### src/pkg/ubc_pkg.sv
// constants and state encodings for the bus-emulation uart channel
package ubc_pkg;

    // ****************************************************************
    // mode, framing and timing
    // ****************************************************************
    localparam logic [2:0] UBC_MODE_BUS_EMU = 3'h6;
    localparam int UBC_DATA_BITS = 9;
    localparam int UBC_DIV_BITS = 8;
    localparam logic [3:0] UBC_PHASE_LAST = 4'hf;
    localparam logic [3:0] UBC_PHASE_RISE = 4'h8;
    localparam logic [3:0] UBC_PHASE_RX_SAMPLE = 4'h7;
    localparam logic [3:0] UBC_LAST_BIT = 4'h8;
    localparam logic [3:0] UBC_PHASE_INC = 4'h1;

    // ****************************************************************
    // values after reset
    // ****************************************************************
    localparam logic [8:0] UBC_RST_DATA = 9'h000;
    localparam logic [3:0] UBC_RST_COUNT = 4'h0;
    localparam logic [7:0] UBC_RST_DIV = 8'h00;

    // ****************************************************************
    // state encodings
    // ****************************************************************
    typedef enum logic [3:0] {
        UBC_TX_IDLE = 4'h1,
        UBC_TX_START = 4'h2,
        UBC_TX_DATA = 4'h4,
        UBC_TX_STOP = 4'h8
    } ubc_tx_state_t;

    typedef enum logic [3:0] {
        UBC_RX_IDLE = 4'h1,
        UBC_RX_START = 4'h2,
        UBC_RX_DATA = 4'h4,
        UBC_RX_STOP = 4'h8
    } ubc_rx_state_t;

endpackage

### src/ubc_tick_gen.sv
// sixteen-times bit-rate tick from the baud divider or an external clock
`timescale 1ns/1ps

module ubc_tick_gen #(
    parameter int DIV_BITS = ubc_pkg::UBC_DIV_BITS
) (
    input wire logic clock,
    input wire logic rstN,
    input wire logic clockSourceSelect,
    input wire logic extClockLevel,
    input wire logic [DIV_BITS-1:0] baudDividerReg,
    output logic tick
);

    typedef struct packed {
        logic [DIV_BITS-1:0] count;
        logic extPrev;
        logic tick;
    } ubc_tick_state_t;

    ubc_tick_state_t s_q;
    ubc_tick_state_t s_d;

    always_comb begin
        s_d = s_q;
        s_d.extPrev = extClockLevel;
        s_d.tick = 1'b0;
        if (clockSourceSelect) begin
            // external clock: one tick per rising edge of the synced level
            s_d.tick = extClockLevel & ~s_q.extPrev;
        end else if (s_q.count == '0) begin
            s_d.count = baudDividerReg;
            s_d.tick = 1'b1;
        end else begin
            s_d.count = s_q.count - {{(DIV_BITS-1){1'b0}}, 1'b1};
        end
    end

    always_ff @(posedge clock or negedge rstN) begin
        if (!rstN) begin
            s_q <= '0;
        end else begin
            s_q <= s_d;
        end
    end

    assign tick = s_q.tick;
endmodule

### src/ubc_channel.sv
// bus-emulation uart channel with transmit/receive collision detection
`timescale 1ns/1ps

// Contract
// each bus bit is sent or received as one whole asynchronous character.
// a mismatch between the driven transmit level and the sensed receive level raises a collision request.
// software enables the collision sources of channels 0 and 1 in the source select register.
// software sets the mode field to the bus-emulation code.
// transmit and receive data are nine bits wide and the receive side has overrun, framing, parity and sum flags.
// the receive data register shows overrun, framing, parity and a combined error-sum flag.
// the sample select bit picks the compare moment, with 0 meaning the rising edge of the transfer clock.
// with auto-clear enabled a detected collision clears the transmit enable.
// the start select bit decides which condition starts a character.
// the transfer clock comes from the baud divider or an external clock as chosen.
// the polarity bit inverts both the transmit output and the receive input.
// software programs one stop bit and no parity.
// software sets the handshake disable bit, so the handshake select is ignored.
// on channel 2 the transmit pin is always open-drain.
// software writes 0 to bits 4 and 5 of the channel 0 and 1 control registers.
// software writes 0 to all configuration bits without a function in this mode.
// a detected collision stays latched until software services it.
module ubc_channel #(
    parameter bit OPEN_DRAIN_TX = 1'b0,
    parameter int DIV_BITS = ubc_pkg::UBC_DIV_BITS
) (
    input wire logic clock,
    input wire logic rst_b,
    output logic serialTxPinOut,
    output logic serialTxPinOe,
    input wire logic serialRxPin,
    input wire logic extClockPin,
    input wire logic clockSourceSelect,
    input wire logic [DIV_BITS-1:0] baudDividerReg,
    input wire logic [2:0] serialModeField,
    input wire logic linePolarityInvert,
    input wire logic collisionSampleSelect,
    input wire logic txEnableAutoclear,
    input wire logic txStartConditionSelect,
    input wire logic rxEnable,
    input wire logic txEnableSet,
    input wire logic txEnableClear,
    input wire logic [8:0] txDataReg,
    input wire logic txDataWrite,
    input wire logic rxDataRead,
    input wire logic collisionClear,
    output logic [8:0] rxDataReg,
    output logic overrunErrorFlag,
    output logic framingErrorFlag,
    output logic parityErrorFlag,
    output logic errorSumFlag,
    output logic rxCompleteFlag,
    output logic txBufferEmptyFlag,
    output logic txShiftEmptyFlag,
    output logic txEnable,
    output logic collisionFlag,
    output logic collisionIrq
);

    // ****************************************************************
    // state
    // ****************************************************************
    typedef struct packed {
        logic rxMeta;
        logic rxSync;
        logic rxPrev;
        logic extMeta;
        logic extSync;
        ubc_pkg::ubc_tx_state_t txState;
        logic [3:0] txPhase;
        logic [3:0] txBitCnt;
        logic [8:0] txShift;
        logic txLine;
        logic [8:0] txBuf;
        logic txBufFull;
        logic txEnable;
        ubc_pkg::ubc_rx_state_t rxState;
        logic [3:0] rxPhase;
        logic [3:0] rxBitCnt;
        logic [8:0] rxShift;
        logic [8:0] rxData;
        logic rxDone;
        logic overrun;
        logic framing;
        logic rxStartSeen;
        logic collision;
    } ubc_state_t;

    ubc_state_t s_q;
    ubc_state_t s_d;
    logic rstMeta;
    logic rstSync;
    logic tick;
    logic rxLevel;
    logic [3:0] colPhase;
    logic colHit;
    logic txLoad;
    logic pinLevel;

    // ****************************************************************
    // reset release
    // ****************************************************************
    always_ff @(posedge clock or negedge rst_b) begin
        if (!rst_b) begin
            rstMeta <= 1'b0;
            rstSync <= 1'b0;
        end else begin
            rstMeta <= 1'b1;
            rstSync <= rstMeta;
        end
    end

    ubc_tick_gen #(
        .DIV_BITS(DIV_BITS)
    ) u_tick (
        .clock(clock),
        .rstN(rstSync),
        .clockSourceSelect(clockSourceSelect),
        .extClockLevel(s_q.extSync),
        .baudDividerReg(baudDividerReg),
        .tick(tick)
    );

    // ****************************************************************
    // next state
    // ****************************************************************
    assign rxLevel = s_q.rxSync ^ linePolarityInvert;
    // 0 compares at the rising edge, mid-bit; 1 compares at the bit's end
    assign colPhase = collisionSampleSelect ? ubc_pkg::UBC_PHASE_LAST
                                            : ubc_pkg::UBC_PHASE_RISE;
    assign txLoad = (s_q.txState == ubc_pkg::UBC_TX_IDLE) && s_q.txBufFull && s_q.txEnable
                    && (!txStartConditionSelect || s_q.rxStartSeen);
    // the rx path lags the tx line by the synchroniser, far less than half a bit
    assign colHit = tick && (s_q.txState != ubc_pkg::UBC_TX_IDLE)
                    && (serialModeField == ubc_pkg::UBC_MODE_BUS_EMU)
                    && (s_q.txPhase == colPhase) && (s_q.txLine != rxLevel);

    always_comb begin
        s_d = s_q;
        s_d.rxMeta = serialRxPin;
        s_d.rxSync = s_q.rxMeta;
        s_d.extMeta = extClockPin;
        s_d.extSync = s_q.extMeta;
        s_d.rxPrev = rxLevel;

        if (txEnableClear) begin
            s_d.txEnable = 1'b0;
        end
        if (txEnableSet) begin
            s_d.txEnable = 1'b1;
        end

        // transmitter: start, nine data bits, one stop bit
        if (txLoad) begin
            s_d.txState = ubc_pkg::UBC_TX_START;
            s_d.txPhase = ubc_pkg::UBC_RST_COUNT;
            s_d.txShift = s_q.txBuf;
            s_d.txLine = 1'b0;
            s_d.txBufFull = 1'b0;
            s_d.rxStartSeen = 1'b0;
        end else if (tick && s_q.txState != ubc_pkg::UBC_TX_IDLE) begin
            s_d.txPhase = s_q.txPhase + ubc_pkg::UBC_PHASE_INC;
            if (s_q.txPhase == ubc_pkg::UBC_PHASE_LAST) begin
                unique case (s_q.txState)
                    ubc_pkg::UBC_TX_START: begin
                        s_d.txState = ubc_pkg::UBC_TX_DATA;
                        s_d.txBitCnt = ubc_pkg::UBC_RST_COUNT;
                        s_d.txLine = s_q.txShift[0];
                    end
                    ubc_pkg::UBC_TX_DATA: begin
                        s_d.txShift = {1'b0, s_q.txShift[8:1]};
                        s_d.txBitCnt = s_q.txBitCnt + ubc_pkg::UBC_PHASE_INC;
                        if (s_q.txBitCnt == ubc_pkg::UBC_LAST_BIT) begin
                            s_d.txState = ubc_pkg::UBC_TX_STOP;
                            s_d.txLine = 1'b1;
                        end else begin
                            s_d.txLine = s_q.txShift[1];
                        end
                    end
                    ubc_pkg::UBC_TX_STOP: begin
                        s_d.txState = ubc_pkg::UBC_TX_IDLE;
                    end
                    default: begin
                        s_d.txState = ubc_pkg::UBC_TX_IDLE;
                        s_d.txLine = 1'b1;
                    end
                endcase
            end
        end
        if (txDataWrite) begin
            s_d.txBuf = txDataReg;
            s_d.txBufFull = 1'b1;
        end

        // collision: sticky, the new event beats a clear in the same cycle
        if (collisionClear) begin
            s_d.collision = 1'b0;
        end
        if (colHit) begin
            s_d.collision = 1'b1;
            if (txEnableAutoclear) begin
                // losing node backs off at once so the bus stays with the winner
                s_d.txEnable = 1'b0;
                s_d.txState = ubc_pkg::UBC_TX_IDLE;
                s_d.txLine = 1'b1;
            end
        end

        // receiver
        if (rxDataRead) begin
            s_d.rxDone = 1'b0;
            s_d.overrun = 1'b0;
            s_d.framing = 1'b0;
        end
        unique case (s_q.rxState)
            ubc_pkg::UBC_RX_IDLE: begin
                if (rxEnable && s_q.rxPrev && !rxLevel) begin
                    s_d.rxState = ubc_pkg::UBC_RX_START;
                    s_d.rxPhase = ubc_pkg::UBC_RST_COUNT;
                end
            end
            ubc_pkg::UBC_RX_START: begin
                if (tick) begin
                    s_d.rxPhase = s_q.rxPhase + ubc_pkg::UBC_PHASE_INC;
                    if (s_q.rxPhase == ubc_pkg::UBC_PHASE_RX_SAMPLE && rxLevel) begin
                        s_d.rxState = ubc_pkg::UBC_RX_IDLE;
                    end else if (s_q.rxPhase == ubc_pkg::UBC_PHASE_LAST) begin
                        s_d.rxState = ubc_pkg::UBC_RX_DATA;
                        s_d.rxBitCnt = ubc_pkg::UBC_RST_COUNT;
                        // a start bit that held opens the tx gate
                        s_d.rxStartSeen = 1'b1;
                    end
                end
            end
            ubc_pkg::UBC_RX_DATA: begin
                if (tick) begin
                    s_d.rxPhase = s_q.rxPhase + ubc_pkg::UBC_PHASE_INC;
                    if (s_q.rxPhase == ubc_pkg::UBC_PHASE_RX_SAMPLE) begin
                        s_d.rxShift = {rxLevel, s_q.rxShift[8:1]};
                    end
                    if (s_q.rxPhase == ubc_pkg::UBC_PHASE_LAST) begin
                        s_d.rxBitCnt = s_q.rxBitCnt + ubc_pkg::UBC_PHASE_INC;
                        if (s_q.rxBitCnt == ubc_pkg::UBC_LAST_BIT) begin
                            s_d.rxState = ubc_pkg::UBC_RX_STOP;
                        end
                    end
                end
            end
            ubc_pkg::UBC_RX_STOP: begin
                if (tick) begin
                    s_d.rxPhase = s_q.rxPhase + ubc_pkg::UBC_PHASE_INC;
                    // finish mid stop bit so the next start edge is not missed
                    if (s_q.rxPhase == ubc_pkg::UBC_PHASE_RX_SAMPLE) begin
                        s_d.rxState = ubc_pkg::UBC_RX_IDLE;
                        s_d.rxData = s_q.rxShift;
                        s_d.framing = !rxLevel;
                        s_d.overrun = (s_q.rxDone && !rxDataRead) || (s_q.overrun && !rxDataRead);
                        s_d.rxDone = 1'b1;
                    end
                end
            end
            default: begin
                s_d.rxState = ubc_pkg::UBC_RX_IDLE;
            end
        endcase
    end

    always_ff @(posedge clock or negedge rstSync) begin
        if (!rstSync) begin
            s_q <= '0;
            s_q.txState <= ubc_pkg::UBC_TX_IDLE;
            s_q.rxState <= ubc_pkg::UBC_RX_IDLE;
            s_q.txLine <= 1'b1;
            s_q.rxPrev <= 1'b1;
            s_q.txBuf <= ubc_pkg::UBC_RST_DATA;
            s_q.rxData <= ubc_pkg::UBC_RST_DATA;
        end else begin
            s_q <= s_d;
        end
    end

    // ****************************************************************
    // outputs
    // ****************************************************************
    assign pinLevel = s_q.txLine ^ linePolarityInvert;
    // open-drain only pulls low; the bus resistor makes the high level
    assign serialTxPinOut = OPEN_DRAIN_TX ? 1'b0 : pinLevel;
    assign serialTxPinOe = OPEN_DRAIN_TX ? !pinLevel : 1'b1;
    assign rxDataReg = s_q.rxData;
    assign overrunErrorFlag = s_q.overrun;
    assign framingErrorFlag = s_q.framing;
    // parity is never enabled in this mode
    assign parityErrorFlag = 1'b0;
    assign errorSumFlag = s_q.overrun | s_q.framing;
    assign rxCompleteFlag = s_q.rxDone;
    assign txBufferEmptyFlag = !s_q.txBufFull;
    assign txShiftEmptyFlag = (s_q.txState == ubc_pkg::UBC_TX_IDLE);
    assign txEnable = s_q.txEnable;
    assign collisionFlag = s_q.collision;
    assign collisionIrq = s_q.collision;
endmodule

### config.mk
export PLATFORM = sky130hd
export DESIGN_NAME = ubc_channel
export DESIGN_NICKNAME = d
export VERILOG_FILES = /design/src/pkg/ubc_pkg.sv /design/src/ubc_tick_gen.sv /design/src/ubc_channel.sv
export SDC_FILE = /design/constraint.sdc
export NUM_CORES = 1
export LEC_CHECK = 0
export ABC_AREA = 1
export BUFFER_PORTS_ARGS = -buffer_cell sky130_fd_sc_hd__buf_2
export CAP_MARGIN = 20
export CORE_MARGIN = 4
export CORE_UTILIZATION = 40
export DETAILED_ROUTE_END_ITERATION = 7
export REMOVE_ABC_BUFFERS = 1
export SLEW_MARGIN = 30
export SYNTH_ARGS = -nofsm -noshare
export SYNTH_HDL_FRONTEND = slang
export SYNTH_HIERARCHICAL = 1
export SYNTH_SLANG_ARGS = --single-unit
### constraint.sdc
create_clock -name clock -period 5.4 [get_ports clock]
set_input_delay 0 -clock clock [delete_from_list [all_inputs] [get_ports clock]]
set_output_delay 0 -clock clock [all_outputs]
set_load 0.005 [all_outputs]
==> results.yml <==
drt:
  wl_per_cell_um: 12.0
  viasPerCell: 4.67
  ant_nets: 0
  drc: 0
  vias: 3565
  first_iter_violations: 156
  wl_um: 9130
  dr.pass1.iters: 4
placed_design:
  io_buffer_count: 53
  detailed_place.area_mm2: 0.00485
  routabilityCongestion: 0.859
  dp_hpwl_um: 6560
  pre_cts_ws_ns: 3.58
logic_synthesis:
  ys_seq_area_share_pct: 47.1
  netlist_area_mm2: 0.00453
  synth_cell_types: 40
  ys_ff_latch: 85
  synth_edf_count: 0
  synthCells: 542
  synthArstFlopShare_pct: 100
  synth_flop_cell: "dfrtp_1"
  yosysWarnings: 6
  avgSynthCellArea_um2: 8.35
cts:
  cts_root_buffer: "clkbuf_16"
  clockBufferDepth: 2
  ctsResizeCount: 0
  cts_tree: "done"
  path_clk_slew_ns: 0.06
  cts_buffers: 9
  clock_sink_count: 85
  clk_latency_ns: 0.34
  cts_max_level: 3
global_routing:
  grt_pass1_vias: 3425
  grt_pass1_wl_um: 15700
  grt-ovfl-total: 0
  antenna_found_initial: 0
  grt_usage_pct: 15.0
  grt_max_degree: 50
layout:
  utilization_pct: 50.3
  nFillCells: 1037
  final_area_mm2: 0.00550
  final_nets: 661
  area_growth_pct: 21.5
  drive_gt1_share_pct: 22.6
  antenna_cells: 0
setup_path:
  crit_required_ns: 5.62
  arrival_ns: 2.28
  cp-end-kind: "flop"
  crit_slowest_cell: "dlygate4sd3_1"
  crit_fanout: 5
  max_stage_delay_ns: 0.56
  crit_top_cell: "nand2_1"
  crit_buf_inv: 3
  start_kind: "flop"
  path_cells: "inv_1, ha_1, inv_1, nor2_1, nand3_1, nand2_1, nand3_1, nand2_1, nand2_1, dlygate4sd3_1"
  worstSetupPathType: "flop to flop"
  cp_top_family: "buffers and inverters"
die:
  design.core.area_mm2: 0.0109
  fp.dieH_um: 114
  pin_count: 56
  num_rows: 38
  fp.dieW_um: 114
  fp.dieArea_mm2: 0.0131
  initial_utilization_pct: 41.4
sta:
  slew_viol_final: 0
  hold_viol_final: 0
  rsz0062_at_grt: "no"
  fin_ws_ns: 3.34
  min_period_over_period_pct: 38.2
  setup_viol: 0
  skew_ns: 0.00616
  fmax_mhz: 485
  period_needed_ns: 2.06
  final.setup.tns_ns: 0
power_and_ir_drop:
  powerDensity_mw_per_mm2: 410
  power_w: 0.00226
  ir_worst_vdd_mv: 0.215
  p_leak_nw: 2.88
flow_run:
  maxCapViolCount: 0
outcome:
  status: "finished clean"
worst_hold_path:
  hp-class: "input pin to flop"
## per-stage QoR
| stage | hold WS, ns | cells |
|---|---|---|
| 2_1_floorplan | -0.296 | 523 |
| 3_3_place_gp | -0.215 | 716 |
| 3_5_place_dp | -0.214 | 717 |
| 4_1_cts | 0.00103 | 763 |
| 5_1_grt | 0.0329 | 763 |
| 6_report | 0.0172 | 763 |
## layout make-up
class / count / area [um^2] / area share, %
clock buffer: 11 / 243 / 4.41
tap: 140 / 175 / 3.18
timing repair buffer: 84 / 593 / 10.8
inverter: 77 / 297 / 5.39
multi-input combinational: 361 / 1950 / 35.5
clock inverter: 5 / 108 / 1.96
sequential: 85 / 2140 / 38.8
## layout by cell type, fill, tap and decap left out, types with 7 or more instances in the layout
cell type | netlist | routed
inv_2 | 9 | 9
nand3_1 | 48 | 48
nand2_4 | 7 | 7
inv_1 | 66 | 66
nor2_1 | 37 | 37
o21ai_0 | 28 | 28
dlygate4sd3_1 | 0 | 30
dfrtp_1 | 81 | 80
ha_1 | 8 | 8
clkbuf_16 | 0 | 9
nand4_1 | 7 | 7
nand2_1 | 145 | 145
xor2_1 | 7 | 7
buf_2 | 2 | 53
nand2_2 | 9 | 9
nor2_2 | 7 | 7
o21ai_2 | 9 | 9
o21ai_1 | 7 | 7
nor2_4 | 8 | 8
## kinds of logic after synthesis
family	Yosys count	share of synthesized area, %
flops	85	47.1
fa+ha+maj	8	2.21
other cells	2	0.166
compound gates	63	9.17
buf+inv	97	9.92
xor+xnor	8	1.55
mux	1	0.331
simple gates	278	29.6
## sequential cells by signal (all words and copies together) (netlist names)
name / count
s_q: 57
rxDataReg: 9
u_tick/s_q: 9
s_d: 2
collisionFlag: 1
framingErrorFlag: 1
overrunErrorFlag: 1
rstMeta: 1
rstSync: 1
rxCompleteFlag: 1
txEnable: 1
u_tick/tick: 1
## power by group
group	switching, W	total, W	internal [W]	leakage, nW
Clock	0.000246	0.000712	0.000466	0.170
Sequential	0.000111	0.000878	0.000767	1.06
Combinational	0.000406	0.000666	0.000261	1.65
Total	0.000763	0.00226	0.00149	2.88
## worst reg2reg max path: cells and delay by family (launching register included)
family        cells  cell delay [ns]
buf+inv           3             0.72
simple gates      6             0.68
flops             1             0.40
fa+ha+maj         1             0.16
## final timing paths
kind                       cells past startpoint  slack, ns             to         startpoint
min in group asynchronous                      0       0.30  u_tick/s_q[8]            rstSync
max reg2reg                                   10       3.34  u_tick/s_q[8]      u_tick/s_q[2]
max in group asynchronous                      1       4.43        s_q[31]            rstSync
max                                           10       3.34  u_tick/s_q[8]      u_tick/s_q[2]
min reg2reg                                    0       0.30  u_tick/s_q[8]            rstSync
min                                            3       0.02  u_tick/s_q[5]  clockSourceSelect
## synthesized netlist by cell type, types with 4 or more instances
master	number	area (um^2)
inv_1	66	248
nor2_1	37	139
o21ai_2	9	78.8
nand2_4	7	78.8
ha_1	8	100
nand2_2	9	56.3
nand3_2	5	50.1
o21ai_1	7	35.0
buf_6	4	45.0
xor2_1	7	61.3
o211ai_2	4	50.1
o21ai_0	28	140
a21oi_1	5	25.0
nand3_1	48	240
nor2_2	7	43.8
nand4_1	7	43.8
dfrtp_1	81	2030
buf_4	12	90.1
nand2_1	145	544
o211ai_1	4	30.0
dfstp_2	4	105
inv_2	9	33.8
nor2_4	8	90.1
## repair_timing
item                      4_1_cts  5_1_grt
hold buffers                   30        0
setup buffers                   0        0
hold endpoints to repair       26        0
## routing by layer
metal | wire length [um] | GRT usage, % | vias to the layer above
met3 | 399 | 4.55 | 14
li1 | - | - | 1857
met5 | 0 | 0 | -
met4 | 136 | 4.67 | 0
met2 | 4430 | 25.2 | 64
met1 | 4170 | 18.6 | 1630
Note: power is estimated with default switching activity, not from simulation.
